===== src/core/pif_consts.vh =====
// Register offsets, field positions and reset values of the peripheral interrupt flag block.
`ifndef PIF_CONSTS_VH
`define PIF_CONSTS_VH

// ==========================================================================
// Register byte offsets
// ==========================================================================
`define PIF_OFS_ENABLE_4 8'h00
`define PIF_OFS_FLAGS_1 8'h04
`define PIF_OFS_FLAGS_2 8'h08
`define PIF_OFS_GLOBAL_CTRL 8'h0C
`define PIF_OFS_ENABLE_1 8'h10
`define PIF_OFS_ENABLE_2 8'h14
`define PIF_OFS_SERIAL2_STAT 8'h18

// ==========================================================================
// Register select codes returned by the address decoder
// ==========================================================================
`define PIF_SEL_NONE 3'h0
`define PIF_SEL_ENABLE_4 3'h1
`define PIF_SEL_FLAGS_1 3'h2
`define PIF_SEL_FLAGS_2 3'h3
`define PIF_SEL_GLOBAL_CTRL 3'h4
`define PIF_SEL_ENABLE_1 3'h5
`define PIF_SEL_ENABLE_2 3'h6
`define PIF_SEL_SERIAL2_STAT 3'h7

// ==========================================================================
// Field positions and implemented-bit masks
// ==========================================================================
`define PIF_EN4_COLLISION_BIT 1
`define PIF_EN4_DONE_BIT 0
`define PIF_EN4_MASK 8'h03
`define PIF_F1_UART_RX_BIT 5
`define PIF_F1_UART_TX_BIT 4
`define PIF_F1_SW_MASK 8'hCF
`define PIF_F2_MASK 8'hF9
`define PIF_F2_CAPTURE2_BIT 0
`define PIF_GC_GLOBAL_BIT 1
`define PIF_GC_GROUP_BIT 0
`define PIF_GC_MASK 8'h03
`define PIF_S2_MASK 8'h03

// ==========================================================================
// Reset values
// ==========================================================================
`define PIF_RST_BYTE 8'h00
`define PIF_RST_WORD 32'h0000_0000

`endif


===== src/core/pif_regs.v =====
// Peripheral interrupt enable and request flag registers behind an APB slave.
//
// Design decisions made here: the address map and the APB slave port.
`timescale 1ns/1ns
//
// Overview of operation
// - No peripheral interrupt reaches the CPU unless the group enable bit is set.
// - Enable register 4 bit 1 enables the serial port 2 collision interrupt.
// - Enable register 4 bit 0 enables the serial port 2 transfer-done interrupt.
// - Unimplemented bits, including enable 4 bits 7-2, ignore writes and read zero.
// - Hardware sets each flag on its event, regardless of any enable bit.
// - Flags 1 holds timer1 gate, adc, uart rx/tx, serial1, capture1, timer2, timer1.
// - Uart receive and transmit flags are read-only; other flags 1 bits read/write.
// - All implemented enable and flag bits clear to zero on every reset.
// - Flags 2 bits 7-3 hold osc fail, comparators, eeprom done, serial1 collision.
// - Flags 2 also holds a capture unit 2 pending flag.

`include "pif_consts.vh"

module pif_regs (
  input wire pclk,
  input wire presetn,
  input wire psel,
  input wire penable,
  input wire pwrite,
  input wire [7:0] paddr,
  input wire [31:0] pwdata,
  output reg [31:0] prdata,
  output reg pready,
  output reg pslverr,
  input wire [7:0] flags1_evt,
  input wire uart_rx_pending,
  input wire uart_tx_pending,
  input wire [7:0] flags2_evt,
  input wire serial2_done_evt,
  input wire serial2_collision_evt,
  output reg periph_irq
);

  // ==========================================================================
  // Address decode
  // ==========================================================================

  // Maps a byte address onto a register select code; unmapped gives none.
  function [2:0] reg_sel;
    input [7:0] addr;
    begin
      case (addr)
        `PIF_OFS_ENABLE_4: reg_sel = `PIF_SEL_ENABLE_4;
        `PIF_OFS_FLAGS_1: reg_sel = `PIF_SEL_FLAGS_1;
        `PIF_OFS_FLAGS_2: reg_sel = `PIF_SEL_FLAGS_2;
        `PIF_OFS_GLOBAL_CTRL: reg_sel = `PIF_SEL_GLOBAL_CTRL;
        `PIF_OFS_ENABLE_1: reg_sel = `PIF_SEL_ENABLE_1;
        `PIF_OFS_ENABLE_2: reg_sel = `PIF_SEL_ENABLE_2;
        `PIF_OFS_SERIAL2_STAT: reg_sel = `PIF_SEL_SERIAL2_STAT;
        default: reg_sel = `PIF_SEL_NONE;
      endcase
    end
  endfunction

  reg [7:0] enable4_r;
  reg [7:0] flags1_r;
  reg [7:0] flags2_r;
  reg [7:0] global_ctrl_r;
  reg [7:0] enable1_r;
  reg [7:0] enable2_r;
  reg [7:0] serial2_stat_r;
  reg [7:0] enable4_nxt;
  reg [7:0] flags1_nxt;
  reg [7:0] flags2_nxt;
  reg [7:0] global_ctrl_nxt;
  reg [7:0] enable1_nxt;
  reg [7:0] enable2_nxt;
  reg [7:0] serial2_stat_nxt;
  reg [7:0] rd_byte;
  reg irq_nxt;

  wire [2:0] sel;
  wire access;
  wire wr_now;
  wire [7:0] wbyte;
  wire [7:0] serial2_evt;

  // The slave inserts one wait state, so every transfer completes on its second access cycle.
  assign sel = reg_sel(paddr);
  assign access = psel & penable;
  assign wr_now = access & pready & pwrite & (sel != `PIF_SEL_NONE);
  assign wbyte = pwdata[7:0];
  assign serial2_evt = {6'h00, serial2_collision_evt, serial2_done_evt};

  // ==========================================================================
  // Register next-state logic
  // ==========================================================================

  // Software writes land first, then hardware events are ORed in so a set wins over a clear.
  always @* begin
    enable4_nxt = enable4_r;
    flags1_nxt = flags1_r;
    flags2_nxt = flags2_r;
    global_ctrl_nxt = global_ctrl_r;
    enable1_nxt = enable1_r;
    enable2_nxt = enable2_r;
    serial2_stat_nxt = serial2_stat_r;
    if (wr_now) begin
      case (sel)
        `PIF_SEL_ENABLE_4: enable4_nxt = wbyte & `PIF_EN4_MASK;
        `PIF_SEL_FLAGS_1: flags1_nxt = wbyte & `PIF_F1_SW_MASK;
        `PIF_SEL_FLAGS_2: flags2_nxt = wbyte & `PIF_F2_MASK;
        `PIF_SEL_GLOBAL_CTRL: global_ctrl_nxt = wbyte & `PIF_GC_MASK;
        `PIF_SEL_ENABLE_1: enable1_nxt = wbyte;
        `PIF_SEL_ENABLE_2: enable2_nxt = wbyte & `PIF_F2_MASK;
        `PIF_SEL_SERIAL2_STAT: serial2_stat_nxt = serial2_stat_r & ~(wbyte & `PIF_S2_MASK);
        default: enable4_nxt = enable4_r;
      endcase
    end
    // Events set flags whatever the enables hold; uart bits follow the uart's own state.
    flags1_nxt = (flags1_nxt | (flags1_evt & `PIF_F1_SW_MASK)) & `PIF_F1_SW_MASK;
    flags1_nxt[`PIF_F1_UART_RX_BIT] = uart_rx_pending;
    flags1_nxt[`PIF_F1_UART_TX_BIT] = uart_tx_pending;
    flags2_nxt = flags2_nxt | (flags2_evt & `PIF_F2_MASK);
    serial2_stat_nxt = serial2_stat_nxt | serial2_evt;
  end

  // Interrupt request: any flag with its enable, gated by the group and global enables.
  always @* begin
    irq_nxt = global_ctrl_r[`PIF_GC_GLOBAL_BIT] & global_ctrl_r[`PIF_GC_GROUP_BIT] &
              (|(flags1_r & enable1_r) | |(flags2_r & enable2_r) |
               |(serial2_stat_r & enable4_r));
  end

  // Read multiplexer; unmapped and unimplemented bits read as zero.
  always @* begin
    case (sel)
      `PIF_SEL_ENABLE_4: rd_byte = enable4_r;
      `PIF_SEL_FLAGS_1: rd_byte = flags1_r;
      `PIF_SEL_FLAGS_2: rd_byte = flags2_r;
      `PIF_SEL_GLOBAL_CTRL: rd_byte = global_ctrl_r;
      `PIF_SEL_ENABLE_1: rd_byte = enable1_r;
      `PIF_SEL_ENABLE_2: rd_byte = enable2_r;
      `PIF_SEL_SERIAL2_STAT: rd_byte = serial2_stat_r;
      default: rd_byte = `PIF_RST_BYTE;
    endcase
  end

  // ==========================================================================
  // Registers
  // ==========================================================================

  // State and bus answer flip-flops; every bit clears on reset.
  always @(posedge pclk or negedge presetn) begin
    if (!presetn) begin
      enable4_r <= `PIF_RST_BYTE;
      flags1_r <= `PIF_RST_BYTE;
      flags2_r <= `PIF_RST_BYTE;
      global_ctrl_r <= `PIF_RST_BYTE;
      enable1_r <= `PIF_RST_BYTE;
      enable2_r <= `PIF_RST_BYTE;
      serial2_stat_r <= `PIF_RST_BYTE;
      periph_irq <= 1'b0;
      pready <= 1'b0;
      pslverr <= 1'b0;
      prdata <= `PIF_RST_WORD;
    end else begin
      enable4_r <= enable4_nxt;
      flags1_r <= flags1_nxt;
      flags2_r <= flags2_nxt;
      global_ctrl_r <= global_ctrl_nxt;
      enable1_r <= enable1_nxt;
      enable2_r <= enable2_nxt;
      serial2_stat_r <= serial2_stat_nxt;
      periph_irq <= irq_nxt;
      // Answer on the second access cycle, then drop ready so the next transfer waits again.
      pready <= access & ~pready;
      pslverr <= access & ~pready & (sel == `PIF_SEL_NONE);
      if (access & ~pready & ~pwrite) begin
        prdata <= {24'h000000, rd_byte};
      end
    end
  end

endmodule


===== config.mk =====
export PLATFORM = sky130hd
export DESIGN_NAME = pif_regs
export DESIGN_NICKNAME = d
export VERILOG_FILES = /design/src/core/pif_regs.v
export VERILOG_INCLUDE_DIRS = /design/src /design/src/core
export SDC_FILE = /design/constraint.sdc
export NUM_CORES = 1
export LEC_CHECK = 0
export BUFFER_PORTS_ARGS = -buffer_cell sky130_fd_sc_hd__buf_2
export CAP_MARGIN = 20
export CORE_ASPECT_RATIO = 0.75
export CORE_MARGIN = 2
export CORE_UTILIZATION = 45
export CTS_CLUSTER_DIAMETER = 50
export CTS_CLUSTER_SIZE = 30
export DETAILED_ROUTE_END_ITERATION = 16
export PLACE_DENSITY = 0.76
export SYNTH_ARGS = -nofsm -noshare
export SYNTH_HDL_FRONTEND = slang
export SYNTH_SLANG_ARGS = --single-unit

===== constraint.sdc =====
create_clock -name pclk -period 2.6 [get_ports pclk]
set_input_delay 0.13 -clock pclk [delete_from_list [all_inputs] [get_ports pclk]]
set_output_delay 0.13 -clock pclk [all_outputs]
set_load 0.03 [all_outputs]

== Word-level counts from Yosys, hierarchy flattened ==
Cells that the tools add are included.

* Word-level logic and storage cells: 63
* Bits of input ports: 65
* Output and inout port bits: 35
* Flip-flop bits (word level): 53

* Reductions and logical operators: 10
* Muxes and demuxes: 8
* Bitwise operators: 21
* Eq/ne operators: 13

{| class="wikitable"
|+ Operators with widths
! cell !! number
|-
| $pmux 8 s7 || 1
|-
| $mux 8 || 6
|-
| $and 8x8->8 || 3
|-
| $eq 8x5->1 const B || 3
|-
| $reduce_or 8->1 || 3
|-
| $pmux 3 s7 || 1
|-
| $eq 8x4->1 const B || 2
|-
| $or 8x8->8 || 2
|-
| $eq 3x3->1 const B || 4
|-
| $and 1x1->1 || 9
|-
| $and 8x2->8 || 1
|-
| $eq 8x3->1 const B || 1
|-
| $logic_not 8->1 || 1
|-
| $not 2->8 || 1
|-
| $or 8x2->8 || 1
|-
| $reduce_and 2->1 || 4
|-
| $eq 3x2->1 const B || 2
|-
| $eq 3x1->1 const B || 1
|-
| $logic_not 3->1 || 1
|-
| $reduce_bool 3->1 || 1
|-
| $not 1->1 || 2
|-
| $or 1x1->1 || 2
|}

== Longest topological paths before layout ==
Gate-level depths: netlist of run 1.

* Depth in word-level cells: 6
* Gate-level depth with buffers: 6
* Gate-level depth less buffers: 4

== Least setup slack after synthesis of run 1 ==
Ideal clock, no wire load.

* Path kind: reg-to-reg
* Start: reg pready
* End: reg enable1_r[0]
* Stages on the path, launching flop included: 4
* Path buffers: 0
* Arrival: 1.679 ns
* Library setup time: 0.125 ns
* Slack: 0.796 ns
* Cells stage by stage: dfrtp_1 > nand4_1 > nor4_4 > mux2_2

* Word-level cells in the longest chain between the ends: 4

{| class="wikitable"
|+ Ends and longest elaborated chain
! element !! RTL line !! source
|-
| start, declared || pif_regs.v:29 || <nowiki>output reg pready,</nowiki>
|-
| start signal, assigned || pif_regs.v:173 || <nowiki>pready <= access & ~pready;</nowiki>
|-
| $and 1x1->1 (3 in a row) || pif_regs.v:87 || <nowiki>assign wr_now = access & pready & pwrite & (sel != `PIF_SEL_NONE);</nowiki>
|-
| $reduce_and 2->1 (no line) || - ||
|-
| end signal, assigned || pif_regs.v:156 || <nowiki>enable1_r <= `PIF_RST_BYTE;</nowiki>
|-
| end signal, assigned || pif_regs.v:168 || <nowiki>enable1_r <= enable1_nxt;</nowiki>
|-
| end, declared || pif_regs.v:65 || <nowiki>reg [7:0] enable1_r;</nowiki>
|}

Every way passes these cells.
A chain may end at the register's enable or synchronous reset.

== Final worst setup path of run 1 ==
* Start: reg pready
* End: reg enable1_r[7]

The elaborated chain is that of the path after synthesis.

==> flow_summary.yaml, run 1 <==
sta:
  period_minus_slack_ps: 1930
  hold_viol: 0
  setup_viol: 0
  fin_tns_setup_ps: 0
  hold_ws_ps: 1.47
  rsz0062_at_grt: "no"
  worst_pin_slew_ps: 692
  maxSlewViolCount: 0
  relSlewSlack_pct: 53.5
  fmax_mhz: 518
  fin_skew_ps: 5.54
  finalCritPeriodShare_pct: 74.3
placed_design:
  place.gp.congestion: 0.865
  placedCellCount: 328
  dpl.hpwl_mm: 3.85
  io_buffer_count: 47
worst_setup_path:
  crit_path_top_delay_cell: "nor4_4"
  path_cells: "nand4_1 -> nor4_4 -> mux2_2"
  crit_fanout: 9
  r2r_setup_slack_ps: 670
  setup.worst_path.end: "enable1_r[7]"
  rr_startpoint: "pready"
  cp-startpoint: "pready"
  cp-start-kind: "flop"
  worstReg2RegEnd: "enable1_r[7]"
  slowest_delay_ps: 720
  worstSetupPathType: "flop to flop"
  reg2reg_depth: 3
  cp.arrival_ps: 2130
  required_ps: 2800
  cp-end-kind: "flop"
floorplanning:
  row_count: 22
  core_area_um2: 4980
  ios: 100
  die_h_um: 66.8
  die_x_um: 87.7
  die_area_um2: 5860
  start_util_pct: 47.5
power:
  p_leak_nw: 1.28
  switching_share_pct: 28.1
  power_switching_mw: 0.370
  combPwrFrac_pct: 12.6
  clkPwrFrac_pct: 33.7
  fin_total_pwr_mw: 1.32
  power_density_nw_per_um2: 476
  ir_drop_v: 0.000294
  pwr-share-seq_pct: 53.7
  intPower_mw: 0.946
hold_path:
  hp-class: "input port to flop"
route:
  vias: 1798
  drc: 0
  dr.pass1.iters: 5
  wl_met2_mm: 2.19
  totalWireLength_mm: 5.30
  viasPerCell: 5.20
  routed-wl-met3_um: 497
  wl_per_cell_um: 15.3
  met1_length_mm: 2.58
  top_layer: "met4"
  final_antenna_net_count: 0
  drt_iter0_markers: 94
layout:
  syn_to_final_growth_pct: 16.8
  stdcell_count: 346
  mostFrequentLayoutCell: "buf_2"
  layout_common_cells: "buf_2 (47), dfrtp_1 (45), conb_1 (24), nand2_1 (14)"
  fin_util_pct: 55.5
  fillCellCount: 472
  drive_gt1_share_pct: 29.6
  fin_nets: 338
  n_antenna_cell: 0
synthesis:
  ys_types: 42
  yosys_warnings: 0
  synth_edf_count: 0
  synthFlopType: "dfrtp_1"
  ys_seq_elements: 45
  syn_area_um2: 2370
  syn_inst: 218
  ys_seq_area_share_pct: 47.6
  syn_area_per_cell_um2: 10.9
  async_reset_ff_share_pct: 100
grt:
  overflow: 0
  grt_max_degree: 46
  antenna_found_initial: 0
  grt_pass1_wl_mm: 8.29
  grtUsageTotal_pct: 19.1
  grt_pass1_vias: 1616
cts:
  numCtsBuffers: 5
  clkTransAtPathRegs_ps: 80
  htree_levels: 2
  clock-sinks: 45
  clk_latency_ps: 310
  cts_setup_buffers: 0
  cts_root_buf: "clkbuf_8"
  cts_tree: "done"
  clockBufferDepth: 2
status:
  status: "finished clean"
flow_run:
  drv_cap: 0
-- stage by stage --
step	cell area, um2	setup slack, ps
after floorplan	2450	796
final	2760	668
after global routing	2760	594
after global placement	2560	623
after CTS	2720	677
after detailed placement	2560	609
-- repair_timing --
| item | in CTS | in global routing |
|---|---|---|
| endpoints found under the hold margin | 7 | 46 |
| hold buffers | 7 | 2 |
| gates resized for setup | 0 | 0 |
-- area by class of cell --
| class | count | area (um2) | area share, % |
|---|---|---|---|
| clock inverters | 3 | 21.3 | 0.770 |
| inverters | 8 | 30.0 | 1.09 |
| flip-flops and latches | 45 | 1130 | 40.7 |
| repair buffers | 58 | 353 | 12.8 |
| well taps | 72 | 90.1 | 3.26 |
| multi-input cells | 155 | 1070 | 38.9 |
| clock buffers | 5 | 68.8 | 2.49 |
-- power groups by stage --
stage	Sequential (mW)	Combinational [mW]	Clock (mW)
floorplan	0.725	0.117	0
global placement	0.721	0.149	0
detailed placement	0.721	0.151	0
CTS	0.707	0.159	0.452
global route	0.708	0.181	0.487
finish	0.707	0.166	0.443
-- synth_stat cells, types with 2 or more instances --
cell type	instances	share of area, %
a21o_1	2	0.63
inv_1	8	1.3
and4_1	2	0.74
buf_4	25	7.9
nor2_1	10	1.6
nand2_1	14	2.2
mux2_2	12	5.7
o21ai_2	6	2.2
a221oi_1	4	1.5
o21ai_0	3	0.63
a211o_1	12	4.4
nor2b_1	11	2.9
a22oi_1	5	1.6
nor3_1	3	0.63
clkbuf_1	5	0.79
dfrtp_1	45	48
nand3_1	4	0.85
mux2i_1	5	2.1
a22o_1	11	4.1
nand4_1	3	0.79
nor4_1	2	0.53
buf_2	3	0.63
o22ai_1	4	1.1
-- metal layers --
layer	vias up	global-route usage [%]
li1	863	-
met1	849	29.8
met2	81	25.3
met4	0	6.35
met5	-	0
met3	5	4.83
-- state kept, by name, indices dropped and copies added, names as in the netlist --
| register | cells |
|---|---|
| enable1_r | 8 |
| flags1_r | 8 |
| prdata | 8 |
| enable2_r | 6 |
| flags2_r | 6 |
| enable4_r | 2 |
| global_ctrl_r | 2 |
| serial2_stat_r | 2 |
| periph_irq | 1 |
| pready | 1 |
| pslverr | 1 |
-- worst max-delay path, delay by kind of cell, from the launching register on --
family | cells | cell delay, ps
DFF | 1 | 400
muxes | 1 | 410
and+or+nand+nor | 2 | 1020
-- logic make-up (layout without fill, tap and decap cells) --
family / count (synthesis) / count (layout) / synth area share (%)
AND/OR/NAND/NOR: 59 / 59 / 14.3
flip-flops: 45 / 45 / 47.6
multiplexers: 18 / 18 / 8.78
AO/OA/AOI/OAI: 54 / 54 / 18.6
other: 1 / 24 / 0.158
buffers and inverters: 41 / 74 / 10.6
-- worst min-delay path by stage --
stage / from / end / slack (ps) / cells after the start
floorplan: presetn / enable1_r[0] / -170 / 0
global placement: uart_rx_pending / flags1_r[5] / 240 / 1
detailed placement: uart_rx_pending / flags1_r[5] / 240 / 1
CTS: presetn / flags2_r[4] / 0.3 / 1
global route: flags2_evt[0] / flags2_r[0] / 2 / 2
finish: flags2_evt[0] / flags2_r[0] / 1 / 2
Power figures use the tool's default switching activity.
==> run 2: changes to the inputs <==
==> constraint.sdc (replaced) <==
create_clock -name pclk -period 1.9 [get_ports pclk]
set_input_delay 0.095 -clock pclk [delete_from_list [all_inputs] [get_ports pclk]]
set_output_delay 0.095 -clock pclk [all_outputs]
set_load 0.03 [all_outputs]
==> run 2 against run 1 <==
Against the previous run: sequential share of layout area is 2.1 points lower; wire length is 0.68% higher; sequential cell count is the same; clock-buffer cell count did not move; clock power is 59% higher; fmax rose by 12%; core utilization up 3.0 points; via count increased by 2.4%; die area is the same; clock skew is 7.1 ps higher; worst hold slack better by 13 ps; non-clock buffer count grew 17.
==> flow_summary.yaml, run 2 (same netlist as run 1, synthesis figures left out) <==
status:
  status: "finished clean"
route:
  drt_iter0_markers: 102
  totalWireLength_mm: 5.33
  wl_per_cell_um: 14.7
  drc: 0
  vias: 1842
  dr.pass1.iters: 5
  viasPerCell: 5.09
  final_antenna_net_count: 0
cts:
  post_cts_resized: 0
  clkTransAtPathRegs_ps: 80
  cts_root_buf: "clkbuf_8"
  clk_latency_ps: 310
  cts_tree: "done"
  clock-sinks: 45
  htree_levels: 2
  numCtsBuffers: 5
  clockBufferDepth: 2
power:
  combPwrFrac_pct: 12.6
  switching_share_pct: 25.3
  power_density_nw_per_um2: 657
  clkPwrFrac_pct: 36.8
  power_switching_mw: 0.484
  p_leak_nw: 1.36
  fin_total_pwr_mw: 1.91
  intPower_mw: 1.43
  ir_drop_v: 0.000367
  pwr-share-seq_pct: 50.6
worst_setup_path:
  required_ps: 2090
  crit_path_top_delay_cell: "dfrtp_1"
  cp-start-kind: "flop"
  slowest_delay_ps: 400
  cp.arrival_ps: 1920
  worstSetupPathType: "flop to flop"
  cp-end-kind: "flop"
  path_buf_inv: 1
  path_cells: "nand4_1 -> nor4_4 -> buf_4 -> mux2_2"
  crit_fanout: 7
  cp_top_family: "simple AND/OR/NAND/NOR gates"
layout:
  layout_common_cells: "buf_2 (47), dfrtp_1 (45), conb_1 (24), dlygate4sd3_1 (17), nand2_1 (14)"
  multi_input_area_um2: 1070
  final-seq-area_um2: 1130
  n_antenna_cell: 0
  mostFrequentLayoutCell: "buf_2"
  fin_nets: 355
  drive_gt1_share_pct: 30.7
  reg_top3: "enable1_r x8, flags1_r x8, prdata x8"
  fillCellCount: 444
  syn_to_final_growth_pct: 23.1
  stdcell_count: 362
  fin_util_pct: 58.5
floorplanning:
  row_count: 22
  core_area_um2: 4980
  die_area_um2: 5860
  start_util_pct: 47.5
  ios: 100
  die_h_um: 66.8
  die_x_um: 87.7
sta:
  period_minus_slack_ps: 1730
  maxSlewViolCount: 0
  setup_viol: 0
  fin_skew_ps: 12.7
  fin_ws_ps: 171
  hold_viol: 0
  rsz0062_at_grt: "no"
  fin_tns_setup_ps: 0
  fmax_mhz: 578
  finalCritPeriodShare_pct: 91.0
placed_design:
  dpl.hpwl_mm: 4.03
  place.gp.congestion: 0.883
  pre_cts_slack_ps: 183
  io_buffer_count: 47
  placedCellCount: 338
grt:
  overflow: 0
  antenna_found_initial: 0
  grt_pass1_wl_mm: 8.38
  grtUsageTotal_pct: 19.7
  grt_max_degree: 29
  grt_pass1_vias: 1648
hold_path:
  hp-class: "input port to flop"
flow_run:
  drv_cap: 0
[run 2: changes by cell type in the layout (fill, tap and decap cells not counted), sizes merged]
cell         before  now
buf              49   58
dlygate4sd3       9   17
clkinvlp          1    0
bufinv            0    1
inv               9    8
[run 2: final cells by class]
cell class                 count  area share, %
clock buffer                   5           2.36
clock inverter                 2           1.20
sequential                    45           38.7
timing repair buffer          75           16.8
inverter                       8           1.03
multi-input combinational    155           36.9
tap                           72           3.09
[run 2: power groups by stage]
stage	Sequential [mW]	Combinational (mW)	Clock, mW
floorplan	0.992	0.160	0
global placement	0.987	0.212	0
detailed placement	0.987	0.214	0
CTS	0.968	0.241	0.717
global route	0.969	0.264	0.765
finish	0.968	0.241	0.705
[run 2: per-layer routing]
layer | GRT usage (%) | vias up | part of all wire, %
met3 | 4.09 | 7 | 6.2
met1 | 30.6 | 875 | 51
met4 | 8.08 | 0 | 1.6
met2 | 26.1 | 60 | 41
li1 | - | 900 | -
met5 | 0 | - | 0
[run 2: worst paths after layout]
kind	from	endpoint	slack [ps]	cells past startpoint
max in group asynchronous	presetn	enable1_r[0]	970	3
worst min register to register	prdata[5]	prdata[5]	510	1
worst max-delay path	pready	enable1_r[6]	170	4
min in group asynchronous	presetn	periph_irq	230	2
worst max register to register	pready	enable1_r[6]	170	4
worst min-delay path	pwdata[2]	flags1_r[2]	10	2
[run 2: timing repair]
action,in CTS,in global routing
hold buffers,17,0
endpoints found under the hold margin,33,0
buffers inserted,0,0
[run 2: per-stage QoR]
stage	instance area, um2	hold slack (ps)
3_3_place_gp	2640	31.1
4_1_cts	2910	8.17
5_1_grt	2910	14.0
6_report	2910	14.2
2_1_floorplan	2450	-201
3_5_place_dp	2640	41.3
==> run 3: changes to the inputs <==
--- a/config.mk
+++ b/config.mk
@@ -14,6 +14,7 @@
 export CTS_CLUSTER_DIAMETER = 50
 export CTS_CLUSTER_SIZE = 30
 export DETAILED_ROUTE_END_ITERATION = 16
+export GPL_TIMING_DRIVEN = 0
 export PLACE_DENSITY = 0.76
 export SYNTH_ARGS = -nofsm -noshare
 export SYNTH_HDL_FRONTEND = slang
==> run 3 against run 2 <==
Against the previous run: worst hold slack worse by 9.8 ps; critical path type unchanged; first-iteration DRC count up 46%; clock skew down 2.2 ps; clock-buffer cell count up 2; highest routed layer unchanged.
==> flow_summary.yaml, run 3 (same netlist as run 1, synthesis figures left out) <==
floorplanning:
  die_h_um: 66.8
  core_area_um2: 4980
  die_x_um: 87.7
  row_count: 22
  ios: 100
  die_area_um2: 5860
  start_util_pct: 47.5
power:
  power_density_nw_per_um2: 605
  p_leak_nw: 1.47
  power_switching_mw: 0.488
  pwr-share-seq_pct: 52.1
  fin_total_pwr_mw: 1.86
  intPower_mw: 1.37
  combPwrFrac_pct: 15.4
  clkPwrFrac_pct: 32.5
  switching_share_pct: 26.3
  ir_drop_v: 0.000464
worst_setup_path:
  reg2reg_depth: 5
  required_ps: 2100
  crit_fanout: 10
  cp-end-kind: "flop"
  cp.arrival_ps: 2000
  r2r_setup_slack_ps: 100
  worstSetupPathType: "flop to flop"
  rr_startpoint: "pready"
  cp-start-kind: "flop"
  worstReg2RegEnd: "enable2_r[6]"
route:
  viasPerCell: 5.12
  final_antenna_net_count: 0
  drc: 0
  wl_per_cell_um: 15.0
  vias: 1983
  totalWireLength_mm: 5.80
  dr.pass1.iters: 4
  drt_iter0_markers: 149
layout:
  fillCellCount: 444
  multi_input_area_um2: 1080
  reg_top3: "enable1_r x8, flags1_r x8, prdata x8"
  fin_util_pct: 61.7
  drive_gt1_share_pct: 34.9
  fin_nets: 380
  final-seq-area_um2: 1130
  mostFrequentLayoutCell: "buf_2"
  syn_to_final_growth_pct: 29.9
  n_antenna_cell: 0
  layout_common_cells: "buf_2 (50), dfrtp_1 (45), buf_4 (27), conb_1 (24), dlygate4sd3_1 (17)"
sta:
  period_minus_slack_ps: 1800
  fmax_mhz: 554
  relSlewSlack_pct: 62.7
  finalCritPeriodShare_pct: 95.0
  fin_skew_ps: 10.5
  maxSlewViolCount: 0
  hold_viol: 0
  setup_viol: 0
  worst_pin_slew_ps: 555
  rsz0062_at_grt: "yes"
grt:
  grt_max_degree: 46
  overflow: 0
  antenna_found_initial: 0
  grt_pass1_wl_mm: 9.07
  grt_pass1_vias: 1790
  grtUsageTotal_pct: 20.8
status:
  status: "finished clean"
cts:
  clockBufferDepth: 2
  htree_levels: 2
  clk_latency_ps: 310
  numCtsBuffers: 5
  clock-sinks: 45
  cts_root_buf: "clkbuf_8"
  clkTransAtPathRegs_ps: 90
  cts_tree: "done"
hold_path:
  holdCritStartpoint: "pwdata[2]"
  hold_depth: 3
  hold_end: "enable1_r[2]"
  hp-class: "input port to flop"
placed_design:
  dpl.hpwl_mm: 4.22
  place.gp.congestion: 0.904
  io_buffer_count: 47
flow_run:
  drv_cap: 0
run 3: cell type report:
cell class                 count  area share (%)
clock buffer                   7            2.81
multi-input combinational    155            35.1
buffer                        33            7.25
sequential                    45            36.6
timing repair buffer          67            14.3
inverter                       8           0.977
tap                           72            2.93
run 3: worst max path at each step:
stage          startpoint            to  cells after the start  slack [ps]
3_3_place_gp     paddr[5]  enable1_r[5]                      4         -40
4_1_cts            pready  enable2_r[6]                      5         100
2_1_floorplan      pready  enable1_r[0]                      3         100
6_report           pready  enable2_r[6]                      5         100
3_5_place_dp     paddr[5]  enable1_r[4]                      4         -60
5_1_grt            pready  enable2_r[5]                      5         -10
run 3: timing repair:
action,CTS,global route
pin swaps,1,1
endpoints found under the setup margin,11,4
setup buffers,2,0
gates resized for setup,1,1
hold endpoints to repair,61,0
hold buffers,17,0
run 3: critical path, cell delays in order (launching register included):
cell	delay [ps]
dfrtp_1	400
nand4_1	280
or4_4	640
buf_4	210
nand2_1	100
o21ai_2	50
run 3: metal layers:
metal,routed length (um),GRT usage (%),vias to the layer above
met2,2360,27.6,88
met5,0,0,-
met3,469,4.34,12
met1,2870,32.5,933
li1,-,-,950
met4,106,8.08,0
run 3: stage by stage:
stage | cell area (um2) | hold WS, ps | setup slack (ps) | TNS, ps | instances
floorplan | 2450 | -201 | 96.2 | 0 | 241
global placement | 2780 | 202 | -40.9 | -272 | 360
detailed placement | 2780 | 205 | -62.2 | -564 | 360
CTS | 3050 | 5.21 | 104 | 0 | 386
global route | 3070 | 11.1 | -12.0 | -12.0 | 387
finish | 3070 | 4.36 | 95.1 | 0 | 387
run 3: power groups by stage:
| stage | Clock [mW] | Combinational (mW) | Sequential, mW |
|---|---|---|---|
| final | 0.603 | 0.286 | 0.968 |
| after detailed placement | 0 | 0.250 | 0.987 |
| after global placement | 0 | 0.248 | 0.987 |
| after floorplan | 0 | 0.160 | 0.992 |
| after CTS | 0.611 | 0.277 | 0.968 |
| after global routing | 0.658 | 0.310 | 0.969 |
